==> src/verilog/irq_dist_pkg.sv <==
package irq_dist_pkg;

  // ----------------------------------------
  // Sizes
  // ----------------------------------------
  localparam int NUM_CPUS = 8;
  localparam int CPU_W = 3;
  localparam int NUM_CHAN = 8;
  localparam int MASK_W = 16;
  localparam int RT_BASE = 8;
  localparam int INDEX_W = 5;

  // ----------------------------------------
  // Values and field positions
  // ----------------------------------------
  localparam logic [CPU_W-1:0] TARGET_ANY = 3'h7;
  localparam logic [NUM_CPUS-1:0] CPUS_ALL = 8'hff;
  localparam logic [NUM_CPUS-1:0] CPUS_FOUR = 8'h0f;
  localparam logic [MASK_W-1:0] MASK_NARROW = 16'h00ff;
  localparam logic [MASK_W-1:0] MASK_WIDE = 16'hffff;
  localparam logic [INDEX_W-1:0] INDEX_MASK_BASIC = 5'h07;
  localparam logic [INDEX_W-1:0] INDEX_MASK_WIDE = 5'h1f;
  localparam int CTRL_MODE_LSB = 0;
  localparam int CTRL_INDEX_LSB = 8;
  localparam logic [MASK_W-1:0] RESET_MASK = 16'h0000;
  localparam logic [CPU_W-1:0] RESET_TARGET = 3'h0;

  // ----------------------------------------
  // Realtime channel numbers to enable bits
  // ----------------------------------------
  localparam logic [8:0] RT_NUM_LOW_FIRST = 9'h100;
  localparam logic [8:0] RT_NUM_LOW_LAST = 9'h102;
  localparam logic [8:0] RT_NUM_HIGH_FIRST = 9'h0f9;
  localparam logic [8:0] RT_NUM_HIGH_LAST = 9'h0fd;
  localparam logic [3:0] RT_LOW_BIT = 4'h2;
  localparam logic [3:0] RT_HIGH_BIT = 4'h5;

  // ----------------------------------------
  // Types
  // ----------------------------------------
  typedef logic [NUM_CPUS-1:0] cpu_vec_t;
  typedef logic [MASK_W-1:0] chan_vec_t;

  typedef enum logic [1:0] {VAR_BASIC, VAR_LATER, VAR_FOUR_CPU, VAR_SUBCOMPLEX} variant_t;

  typedef enum logic [3:0] {
    OP_NONE,
    OP_ENABLE_IRQ,
    OP_DISABLE_IRQ,
    OP_WIDE_CPU_MASK_UPDATE,
    OP_WIDE_COMPLEX_MASK_UPDATE,
    OP_WRITE_TARGET,
    OP_WRITE_CONTROL,
    OP_WRITE_BCAST,
    OP_READ_BCAST,
    OP_READ_CPU_MASK,
    OP_READ_COMPLEX_MASK,
    OP_READ_CONTROL,
    OP_READ_TARGET,
    OP_READ_LOCAL_PENDING
  } op_code_t;

  typedef struct packed {
    logic valid;
    op_code_t code;
    logic [CPU_W-1:0] cpu;
    logic [CPU_W-1:0] index;
    logic [MASK_W-1:0] data;
  } op_req_t;

  typedef struct packed {
    logic valid;
    logic [MASK_W-1:0] data;
  } op_rsp_t;

  // Result: {hit, enable bit index}
  function automatic logic [4:0] rt_enable_bit(input logic [8:0] num);
    logic [4:0] res;
    res = 5'h00;
    if (num >= RT_NUM_LOW_FIRST && num <= RT_NUM_LOW_LAST)
    begin
      res = {1'b1, 4'(num - RT_NUM_LOW_FIRST) + RT_LOW_BIT};
    end
    else if (num >= RT_NUM_HIGH_FIRST && num <= RT_NUM_HIGH_LAST)
    begin
      res = {1'b1, 4'(num - RT_NUM_HIGH_FIRST) + RT_HIGH_BIT};
    end
    return res;
  endfunction

endpackage

==> src/verilog/complex_interrupt_distributor.sv <==
`timescale 1ns/1ps
// How it works
// - One complex-wide interrupt-on flag; while clear, all timesharing interrupts wait pending.
// - Disable operation clears the flag and returns its prior value atomically.
// - Subcomplex variant adds a realtime flag; CPU mode picks which flag acts.
// - Per-CPU and complex 8-bit enable masks; bit n gates channel n.
// - Set bit enables, clear bit masks; separate operations write each mask.
// - Subcomplex masks are 16 bits written whole; high byte is realtime.
// - Realtime numbers 0x100-0x102 map to bits 2-4, 0xf9-0xfd to 5-9.
// - Subcomplex uses timesharing bits for timesharing CPUs, realtime bits otherwise.
// - 3-bit target CPU register; all ones means any CPU may take it.
// - 8-bit delivery mode: clear bit single CPU, set bit all CPUs.
// - Control word holds service set index, 3 bits basic, 5 bits otherwise.
// - Later variants: eight broadcast masks; nonzero mask broadcasts to marked CPUs.
// - Four-CPU variant uses only bits 3..0 of each broadcast mask.
// - Broadcast masks read and written by channel-indexed move operations.
// - Interrupts enter by setting their channel bit in the global pending register.
// - Pending bit proceeds only with flag set and complex enable bit set.
// - Basic single-CPU: target 0-3 delivers only there, if locally enabled.
// - Target all ones picks an enabled idle CPU; all idle gives the lowest enabled CPU.
// - Acceptance sets local pending bits, clears global bit and the flag.
// - Checks repeat every clock; unplaceable pending bits stay set.
// - Later single-CPU: lowest enabled idle CPU, else lowest enabled active CPU.
// - Later broadcast only when every marked CPU has the channel enabled.
module complex_interrupt_distributor #(
  parameter irq_dist_pkg::variant_t VARIANT = irq_dist_pkg::VAR_LATER
) (
  // Clock and reset
  input wire logic ref_clk,
  input wire logic rst,
  // Interrupt sources
  input wire logic [irq_dist_pkg::NUM_CHAN-1:0] ts_raise,
  input wire logic rt_raise_valid,
  input wire logic [8:0] rt_raise_number,
  // CPU status
  input wire irq_dist_pkg::cpu_vec_t cpu_idle,
  input wire irq_dist_pkg::cpu_vec_t cpu_realtime_mode,
  // Local pending acknowledge
  input wire logic ack_valid,
  input wire logic [irq_dist_pkg::CPU_W-1:0] ack_cpu,
  input wire logic [3:0] ack_channel,
  // Operation port
  input wire irq_dist_pkg::op_req_t op_req,
  output irq_dist_pkg::op_rsp_t op_rsp,
  // State
  output logic complex_irq_on_flag,
  output logic realtime_irq_on_flag,
  output irq_dist_pkg::chan_vec_t global_pending,
  output irq_dist_pkg::chan_vec_t [irq_dist_pkg::NUM_CPUS-1:0] local_pending,
  output logic [irq_dist_pkg::INDEX_W-1:0] service_comm_set_index,
  output logic accept_pulse,
  output logic [3:0] accept_channel
);
  import irq_dist_pkg::*;

  // ----------------------------------------
  // State
  // ----------------------------------------
  logic irq_on, rt_irq_on, next_irq_on, next_rt_irq_on;
  chan_vec_t gmask, next_gmask, gpend, next_gpend;
  chan_vec_t [NUM_CPUS-1:0] lmask, next_lmask, lpend, next_lpend;
  logic [CPU_W-1:0] target, next_target;
  logic [NUM_CHAN-1:0] mode, next_mode;
  logic [INDEX_W-1:0] index, next_index;
  cpu_vec_t [NUM_CHAN-1:0] bcast, next_bcast;
  op_rsp_t rsp, next_rsp;
  logic acc_q, next_acc_q;
  logic [3:0] acc_ch_q, next_acc_ch_q;

  // ----------------------------------------
  // Variant shaping
  // ----------------------------------------
  cpu_vec_t present;
  chan_vec_t mask_width;
  logic [INDEX_W-1:0] index_width;
  assign present = (VARIANT == VAR_BASIC || VARIANT == VAR_FOUR_CPU) ? CPUS_FOUR : CPUS_ALL;
  assign mask_width = (VARIANT == VAR_SUBCOMPLEX) ? MASK_WIDE : MASK_NARROW;
  assign index_width = (VARIANT == VAR_BASIC) ? INDEX_MASK_BASIC : INDEX_MASK_WIDE;

  // ----------------------------------------
  // Destination checks per channel
  // ----------------------------------------
  chan_vec_t eligible, acc_onehot;
  cpu_vec_t [MASK_W-1:0] route_dest;

  for (genvar c = 0; c < MASK_W; c++)
  begin : g_chan
    localparam bit IS_RT = (c >= RT_BASE);
    localparam int SLOT = c % NUM_CHAN;
    cpu_vec_t en_cpus, idle_grant, act_grant, bc_targets, dest;
    logic is_bc, flag_on, elig;

    lowest_pick #(.W(NUM_CPUS)) u_idle (
      .req(en_cpus & cpu_idle),
      .grant(idle_grant),
      .any()
    );
    lowest_pick #(.W(NUM_CPUS)) u_active (
      .req(en_cpus),
      .grant(act_grant),
      .any()
    );

    always_comb
    begin
      for (int i = 0; i < NUM_CPUS; i++)
      begin
        en_cpus[i] = lmask[i][c] & present[i] &
          ((VARIANT == VAR_SUBCOMPLEX) ? (cpu_realtime_mode[i] == IS_RT) : !IS_RT);
      end
      bc_targets = (VARIANT == VAR_BASIC) ? present : (bcast[SLOT] & present);
      is_bc = (VARIANT == VAR_BASIC) ? mode[SLOT] : |bc_targets;
      if (is_bc)
      begin
        dest = ((bc_targets & ~en_cpus) == '0) ? bc_targets : '0;
      end
      else if (VARIANT == VAR_BASIC)
      begin
        dest = (target != TARGET_ANY) ? en_cpus & (cpu_vec_t'(1) << target) : idle_grant;
      end
      else
      begin
        dest = (idle_grant != '0) ? idle_grant : act_grant;
      end
      flag_on = IS_RT ? rt_irq_on : irq_on;
      elig = gpend[c] & flag_on & gmask[c] & (dest != '0);
    end

    assign route_dest[c] = dest;
    assign eligible[c] = elig;
  end

  // Only one acceptance per clock, since only the lowest eligible channel is granted
  lowest_pick #(.W(MASK_W)) u_chan (
    .req(eligible),
    .grant(acc_onehot),
    .any()
  );

  logic accept_fire;
  logic [3:0] acc_chan;
  cpu_vec_t acc_dest, chan_col;
  always_comb
  begin
    accept_fire = |acc_onehot;
    acc_chan = 4'h0;
    for (int i = 0; i < MASK_W; i++)
    begin
      if (acc_onehot[i])
      begin
        acc_chan = 4'(i);
      end
    end
    acc_dest = route_dest[acc_chan];
    for (int i = 0; i < NUM_CPUS; i++)
    begin
      chan_col[i] = lpend[i][acc_ch_q];
    end
  end

  // ----------------------------------------
  // Raise decode
  // ----------------------------------------
  logic [4:0] rt_map;
  chan_vec_t raise_vec;
  always_comb
  begin
    rt_map = rt_enable_bit(rt_raise_number);
    raise_vec = {8'h00, ts_raise};
    if (VARIANT == VAR_SUBCOMPLEX && rt_raise_valid && rt_map[4])
    begin
      raise_vec[4'(RT_BASE) + rt_map[3:0] - RT_LOW_BIT] = 1'b1;
    end
  end

  // ----------------------------------------
  // Next state
  // ----------------------------------------
  logic op_rt;
  always_comb
  begin
    next_irq_on = irq_on;
    next_rt_irq_on = rt_irq_on;
    next_gmask = gmask;
    next_lmask = lmask;
    next_target = target;
    next_mode = mode;
    next_index = index;
    next_bcast = bcast;
    next_lpend = lpend;
    next_rsp = '0;
    op_rt = (VARIANT == VAR_SUBCOMPLEX) && cpu_realtime_mode[op_req.cpu];
    if (op_req.valid)
    begin
      next_rsp.valid = (op_req.code != OP_NONE);
      case (op_req.code)
        OP_ENABLE_IRQ:
        begin
          next_rt_irq_on = op_rt ? 1'b1 : rt_irq_on;
          next_irq_on = op_rt ? irq_on : 1'b1;
        end
        OP_DISABLE_IRQ:
        begin
          next_rsp.data = {15'h0000, op_rt ? rt_irq_on : irq_on};
          next_rt_irq_on = op_rt ? 1'b0 : rt_irq_on;
          next_irq_on = op_rt ? irq_on : 1'b0;
        end
        OP_WIDE_CPU_MASK_UPDATE: next_lmask[op_req.cpu] = op_req.data & mask_width;
        OP_WIDE_COMPLEX_MASK_UPDATE: next_gmask = op_req.data & mask_width;
        OP_WRITE_TARGET: next_target = op_req.data[CPU_W-1:0];
        OP_WRITE_CONTROL:
        begin
          next_mode = op_req.data[CTRL_MODE_LSB +: NUM_CHAN];
          next_index = op_req.data[CTRL_INDEX_LSB +: INDEX_W] & index_width;
        end
        OP_WRITE_BCAST: next_bcast[op_req.index] = op_req.data[NUM_CPUS-1:0] & present;
        OP_READ_BCAST: next_rsp.data = {8'h00, bcast[op_req.index]};
        OP_READ_CPU_MASK: next_rsp.data = lmask[op_req.cpu];
        OP_READ_COMPLEX_MASK: next_rsp.data = gmask;
        OP_READ_CONTROL: next_rsp.data = {3'h0, index, mode};
        OP_READ_TARGET: next_rsp.data = {13'h0000, target};
        OP_READ_LOCAL_PENDING: next_rsp.data = lpend[op_req.cpu];
        default: next_rsp.data = '0;
      endcase
    end
    if (ack_valid)
    begin
      next_lpend[ack_cpu][ack_channel] = 1'b0;
    end
    // Hardware acceptance outranks a same-cycle enable
    if (accept_fire)
    begin
      for (int i = 0; i < NUM_CPUS; i++)
      begin
        if (acc_dest[i])
        begin
          next_lpend[i][acc_chan] = 1'b1;
        end
      end
      next_rt_irq_on = (acc_chan >= 4'(RT_BASE)) ? 1'b0 : next_rt_irq_on;
      next_irq_on = (acc_chan >= 4'(RT_BASE)) ? next_irq_on : 1'b0;
    end
    next_gpend = (gpend & ~acc_onehot) | raise_vec;
    next_acc_q = accept_fire;
    next_acc_ch_q = acc_chan;
  end

  always_ff @(posedge ref_clk)
  begin
    if (rst)
    begin
      irq_on <= 1'b0;
      rt_irq_on <= 1'b0;
      gmask <= RESET_MASK;
      lmask <= '0;
      gpend <= RESET_MASK;
      lpend <= '0;
      target <= RESET_TARGET;
      mode <= '0;
      index <= '0;
      bcast <= '0;
      rsp <= '0;
      acc_q <= 1'b0;
      acc_ch_q <= 4'h0;
    end
    else
    begin
      irq_on <= next_irq_on;
      rt_irq_on <= next_rt_irq_on;
      gmask <= next_gmask;
      lmask <= next_lmask;
      gpend <= next_gpend;
      lpend <= next_lpend;
      target <= next_target;
      mode <= next_mode;
      index <= next_index;
      bcast <= next_bcast;
      rsp <= next_rsp;
      acc_q <= next_acc_q;
      acc_ch_q <= next_acc_ch_q;
    end
  end

  assign op_rsp = rsp;
  assign complex_irq_on_flag = irq_on;
  assign realtime_irq_on_flag = rt_irq_on;
  assign global_pending = gpend;
  assign local_pending = lpend;
  assign service_comm_set_index = index;
  assign accept_pulse = acc_q;
  assign accept_channel = acc_ch_q;
endmodule

==> src/verilog/lowest_pick.sv <==
`timescale 1ns/1ps
module lowest_pick #(
  parameter int W = 8
) (
  // Request and one-hot grant
  input wire logic [W-1:0] req,
  output logic [W-1:0] grant,
  output logic any
);
  // Two's complement trick isolates the lowest set bit
  assign grant = req & (~req + W'(1));
  assign any = |req;
endmodule

==> config.mk <==
export PLATFORM = sky130hd
export DESIGN_NAME = complex_interrupt_distributor
export DESIGN_NICKNAME = d
export VERILOG_FILES = /design/src/verilog/irq_dist_pkg.sv /design/src/verilog/complex_interrupt_distributor.sv /design/src/verilog/lowest_pick.sv
export SDC_FILE = /design/constraint.sdc
export NUM_CORES = 1
export LEC_CHECK = 0
export ABC_AREA = 1
export BUFFER_PORTS_ARGS = -buffer_cell sky130_fd_sc_hd__buf_2
export CORE_MARGIN = 2
export CORE_UTILIZATION = 35
export CTS_CLUSTER_SIZE = 8
export DETAILED_ROUTE_END_ITERATION = 12
export GPL_TIMING_DRIVEN = 0
export PLACE_DENSITY_LB_ADDON = 0.15
export SLEW_MARGIN = 20
export SYNTH_ARGS = -nofsm -noshare
export SYNTH_HDL_FRONTEND = slang
export SYNTH_HIERARCHICAL = 1
export SYNTH_SLANG_ARGS = --single-unit
==> constraint.sdc <==
create_clock -name ref_clk -period 5.6 [get_ports ref_clk]
set_input_delay 1.4 -clock ref_clk [delete_from_list [all_inputs] [get_ports ref_clk]]
set_output_delay 1.4 -clock ref_clk [all_outputs]
set_load 0.05 [all_outputs]
==> results of run 1 <==
flip-flops by register name, summed over array words and instances (netlist names):
signal                  count
accept_channel              4
accept_pulse                1
complex_irq_on_flag         1
g_chan.bc_targets          64
g_chan.en_cpus             64
global_pending             16
gmask                       8
local_pending             128
mode                        8
op_rsp                     17
service_comm_set_index      5
target                      3
worst reg2reg max path, delay by kind of cell, from the launching register on:
family | cells | cell delay, ns
simple gates | 24 | 2.64
flops | 1 | 0.49
compound gates | 4 | 1.01
buf+inv | 5 | 1.21
power groups by stage:
| stage | registers [mW] | clock network (mW) | logic (mW) |
|---|---|---|---|
| 2_1_floorplan | 2.46 | 0 | 0.574 |
| 3_3_place_gp | 2.39 | 0 | 0.966 |
| 3_5_place_dp | 2.39 | 0 | 0.964 |
| 4_1_cts | 2.34 | 2.56 | 1.00 |
| 5_1_grt | 2.35 | 2.65 | 1.21 |
| 6_report | 2.35 | 2.56 | 1.15 |
what timing repair did:
item                                    in CTS  in global routing
resized for setup                           98                163
endpoints found under the setup margin      67                 64
pin swaps                                   17                 55
setup buffers                               14                 36
final cells by class:
cell class	count	area [um2]
clock inverters	4	62.6
plain buffers	195	1120
clock buffers	49	1170
flip-flops and latches	319	6390
well taps	837	1050
fillers	6770	34400
multi-input cells	2760	14200
repair buffers	261	1460
diodes	3	7.51
inverters	547	2060
worst max path at each step:
stage / startpoint / end / slack [ns] / cells past startpoint
6_report: cpu_idle[3] / local_pending[97] / 0.08 / 40
5_1_grt: cpu_idle[0] / local_pending[99] / -0.09 / 40
4_1_cts: cpu_idle[3] / local_pending[98] / 0.02 / 34
3_5_place_dp: cpu_idle[2] / local_pending[70] / -2.46 / 37
3_3_place_gp: cpu_idle[3] / local_pending[71] / -2.40 / 37
2_1_floorplan: cpu_idle[0] / local_pending[37] / 0.17 / 33
layer usage:
layer  wire length [um]  GRT usage (%)
met1              46500           45.4
met2              47100           49.3
met3              14100           9.63
met4               5330           14.2
met5                 40              0
==> out/results.ini, run 1 <==
[grt]
grt_overflow_total=0
grt_max_degree=14
grt_pass1_vias=23900
antenna_violations_before_repair=10
grt_use_total_pct=33.5
grt_first_pass_wirelength_um=159000

[cts]
tritoncts=built
ctsHoldBuffers=0
clock_tree.buffer_depth=3
clk_transition_reported_paths_ns=0.05
numClockSinks=319
cts-htree-levels=2
inserted_clock_buffers=46
clk_root_buffer_cell=sky130_fd_sc_hd__clkbuf_16
worstSkewPairLatency_ns=0.60

[worst_setup_path]
worst-path-buf-inv=6
cpPeakStageDelay_ns=0.39
cpMostUsedCell=sky130_fd_sc_hd__nand2_1
regToRegStartpoint=g_chan[11].bc_targets[2]
crit_path_max_fanout=8
crit_path_required_time_ns=6.11
worst_r2r_endpoint=local_pending[97]
cp_top_family=simple AND/OR/NAND/NOR gates
timing.critical_path.arrival_ns=6.03
rrSetupSlack_ns=0.15
crit_path_end_kind=flop
critPathSlowestCell=sky130_fd_sc_hd__o2111a_2
rr_worst_depth=33
critPathLaunchType=input port
crit_type=in2reg

[layout]
layout_commonest_cell=sky130_fd_sc_hd__nand2_1
nets=4201
util_after_layout_pct=44.4
areaGrowthSynthToFinish_pct=25.1
final_cells=4975
layout_common_cells=sky130_fd_sc_hd__nand2_1 (495), sky130_fd_sc_hd__inv_1 (493), sky130_fd_sc_hd__nor2_1 (457)
drive_gt1_share_pct=17.2
finalInstanceArea_um2=27500

[timing]
final_min_period_over_clock_period_pct=98.5
timing.final.hold_violations=0
maxSlewHeadroom_pct=19.7
worst-slew-pin-transition_ns=1.20
setup_viol=0
hold-worst-slack_ns=0.435
fin_ws_ns=0.0812
highest_clock_frequency_the_design_can_meet_mhz=181
period_needed_ns=5.52
rsz_0062_raised_after_global_routing=true
worst_clock_skew_ns=0.0338
final-max-slew-violation-count=0
fin_tns_setup_ns=0

[drt]
drtPass1Iterations=6
wl_um=113000
postRouteAntennaNets=0
via_per_inst=5.46
drcViolationCount=0
vias=27200
drt_first_iter_violations=3605
detail_route.wl_per_cell_um=22.7

[synthesis]
synth.avg_cell_area_um2=6.16
synth.yosys.warnings=6
synth.cell_area_um2=22000
syn_inst=3567

[power_and_ir_drop]
share_comb_of_total_power_pct=19.0
intPower_mw=4.09
sw_frac_of_total_pct=32.4
p_leak_nw=12.6
power.density_nw_per_um2=220
power_switching_mw=1.96
clock_power_share_pct=42.3
irDropWorstVdd_mv=0.211
p_seq_share_pct=38.7
design_power_total_mw=6.06

[placed_design]
gpl.final_weighted_congestion=1.05
dp_cells=4869
detailedPlace.worstSlack_ns=-2.46
placed_cell_area_um2=25000
port_buffers=211
dp_hpwl_um=88400

[floorplan]
fp-row-count=91
top_level_ports=244
core_um2=61900
fp.dieH_um=255
design.die.area_um2=64800
die_width_um=255
initial_utilization_pct=35.5

[min_path]
number_of_stages_on_the_worst_hold_path=2
hp-class=reg2reg
hold_path_end=global_pending[14]
hold_path_startpoint=global_pending[14]

[job]
maxCapViolCount=0

[run_status]
outcome=completed

Power figures use the tool's default switching activity.
==> inputs of run 2 (changes only) <==
--- a/config.mk
+++ b/config.mk
@@ -5,7 +5,6 @@
 export SDC_FILE = /design/constraint.sdc
 export NUM_CORES = 1
 export LEC_CHECK = 0
-export ABC_AREA = 1
 export BUFFER_PORTS_ARGS = -buffer_cell sky130_fd_sc_hd__buf_2
 export CORE_MARGIN = 2
 export CORE_UTILIZATION = 35
==> run 2 against run 1 <==
Worst setup slack got worse by 0.052 ns. Worst hold slack improved by 0.038 ns. Clock skew rose by 0.0091 ns. Synthesized cell count fell by 25%. Critical path depth fell by 19. Sequential share of layout area fell by 0.71 points. Critical path type unchanged. Critical endpoint is now local_pending[66]. Highest routed layer unchanged.
==> out/results.ini, run 2 <==
[grt]
grt_overflow_total=0
antenna_violations_before_repair=7
grt_max_degree=15
grt_first_pass_wirelength_um=170000
grt_use_total_pct=36.8
grt_pass1_vias=24300

[cts]
clock_tree.buffer_depth=3
inserted_clock_buffers=47
cts-htree-levels=2
numClockSinks=319
clk_root_buffer_cell=sky130_fd_sc_hd__clkbuf_16
tritoncts=built
clk_transition_reported_paths_ns=0.06
worstSkewPairLatency_ns=0.63

[timing]
setup_viol=0
worst_clock_skew_ns=0.0429
highest_clock_frequency_the_design_can_meet_mhz=180
worst-slew-pin-transition_ns=1.29
maxSlewHeadroom_pct=14.1
final_min_period_over_clock_period_pct=99.5
final-max-slew-violation-count=0
rsz_0062_raised_after_global_routing=true
hold-worst-slack_ns=0.474
timing.final.hold_violations=0
period_needed_ns=5.57

[synthesis]
synth.cell_area_um2=21700
synth.avg_cell_area_um2=8.10
syn_inst=2673
synth.yosys.warnings=6

[layout]
layout_commonest_cell=sky130_fd_sc_hd__conb_1
drive_gt1_share_pct=20.8
layout_common_cells=sky130_fd_sc_hd__conb_1 (375), sky130_fd_sc_hd__dfxtp_1 (319), sky130_fd_sc_hd__nor2_1 (302)
nets=3457
largest_reg_flops=128
areaGrowthSynthToFinish_pct=31.0
util_after_layout_pct=46.1

[floorplan]
design.die.area_um2=63900
core_um2=61500
initial_utilization_pct=35.2
fp.dieH_um=253
die_width_um=253
fp-row-count=91
top_level_ports=244

[worst_setup_path]
critPathLaunchType=input port
crit_path_max_fanout=8
crit_path_end_kind=flop
rr_worst_depth=18
timing.critical_path.arrival_ns=6.06
crit_path_required_time_ns=6.08
rrSetupSlack_ns=0.06
crit_type=in2reg

[drt]
drcViolationCount=0
vias=25700
drt_first_iter_violations=2921
postRouteAntennaNets=0
wl_um=121000
drtPass1Iterations=6
via_per_inst=6.14
detail_route.wl_per_cell_um=29.0

[power_and_ir_drop]
power.density_nw_per_um2=213
irDropWorstVdd_mv=0.204
p_leak_nw=11.7

[placed_design]
dp_hpwl_um=91500
port_buffers=207
gpl.final_weighted_congestion=1.05

[run_status]
outcome=completed

[min_path]
hp-class=reg2reg
number_of_stages_on_the_worst_hold_path=2

[job]
maxCapViolCount=0

## run 2: what timing repair did
| action | CTS | global route |
|---|---|---|
| pin swaps | 45 | 50 |
| hold buffers | 0 | 0 |
| gates resized for setup | 154 | 110 |
| setup buffers | 57 | 24 |
| endpoints found under the setup margin | 69 | 63 |
## run 2: metal layers
| layer | GRT usage (%) | vias to the layer above | part of all wire, % |
|---|---|---|---|
| met5 | 0 | - | 0.017 |
| met4 | 25.6 | 4 | 8.1 |
| met3 | 8.83 | 466 | 12 |
| met2 | 54.6 | 1793 | 42 |
| met1 | 47.0 | 12300 | 39 |
| li1 | - | 11100 | - |
## run 2: final cells by class
cell class / count / area [um2]
antenna: 2 / 5.00
timing repair buffer: 290 / 1810
tap: 790 / 988
inverter: 82 / 312
multi-input combinational: 2469 / 16600
fill: 6112 / 33100
clock inverter: 6 / 141
clock buffer: 52 / 1200
sequential: 319 / 6390
buffer: 177 / 886
## run 2: final timing paths
kind                                               from           endpoint
worst max-delay path                        cpu_idle[1]  local_pending[66]
worst min-delay path                          target[2]          target[2]
worst max register to register  g_chan[1].bc_targets[3]  local_pending[37]
worst min register to register                target[2]          target[2]
## run 2: through the flow
stage	total power [mW]	setup TNS (ns)	area (um2)	std cells	worst slack, ns
after global routing	6.12	-0.228	28400	4185	-0.0498
after global placement	3.14	-189.89	25100	4044	-3.68
final	6.03	0	28400	4187	0.0294
after detailed placement	3.14	-161.89	25100	4046	-3.11
after CTS	5.91	-0.0248	27700	4161	-0.0206
after floorplan	2.84	0	23100	3047	0.0147
## run 2: critical path: stages
cell and delay, ns:
sky130_fd_sc_hd__buf_8 0.14, sky130_fd_sc_hd__and2_1 0.23, sky130_fd_sc_hd__nor4_4 0.38, sky130_fd_sc_hd__and3b_2 0.25
sky130_fd_sc_hd__nor2_1 0.08, sky130_fd_sc_hd__and3_4 0.24, sky130_fd_sc_hd__a31oi_4 0.22, sky130_fd_sc_hd__o2bb2ai_4 0.14
sky130_fd_sc_hd__a2111oi_2 0.31, sky130_fd_sc_hd__nand4_1 0.20, sky130_fd_sc_hd__and4_1 0.28, sky130_fd_sc_hd__and4b_4 0.25
sky130_fd_sc_hd__nor2b_4 0.15, sky130_fd_sc_hd__or3_4 0.37, sky130_fd_sc_hd__o221a_1 0.29, sky130_fd_sc_hd__buf_6 0.15
sky130_fd_sc_hd__buf_12 0.15, sky130_fd_sc_hd__a211oi_1 0.32, sky130_fd_sc_hd__o21ai_2 0.14, sky130_fd_sc_hd__o221ai_2 0.18
sky130_fd_sc_hd__o21ai_0 0.15
## run 2: power by group
part	internal (mW)	switching [mW]
logic	0.238	0.688
registers	2.30	0.0316
clock network	1.61	1.17
total	4.15	1.89
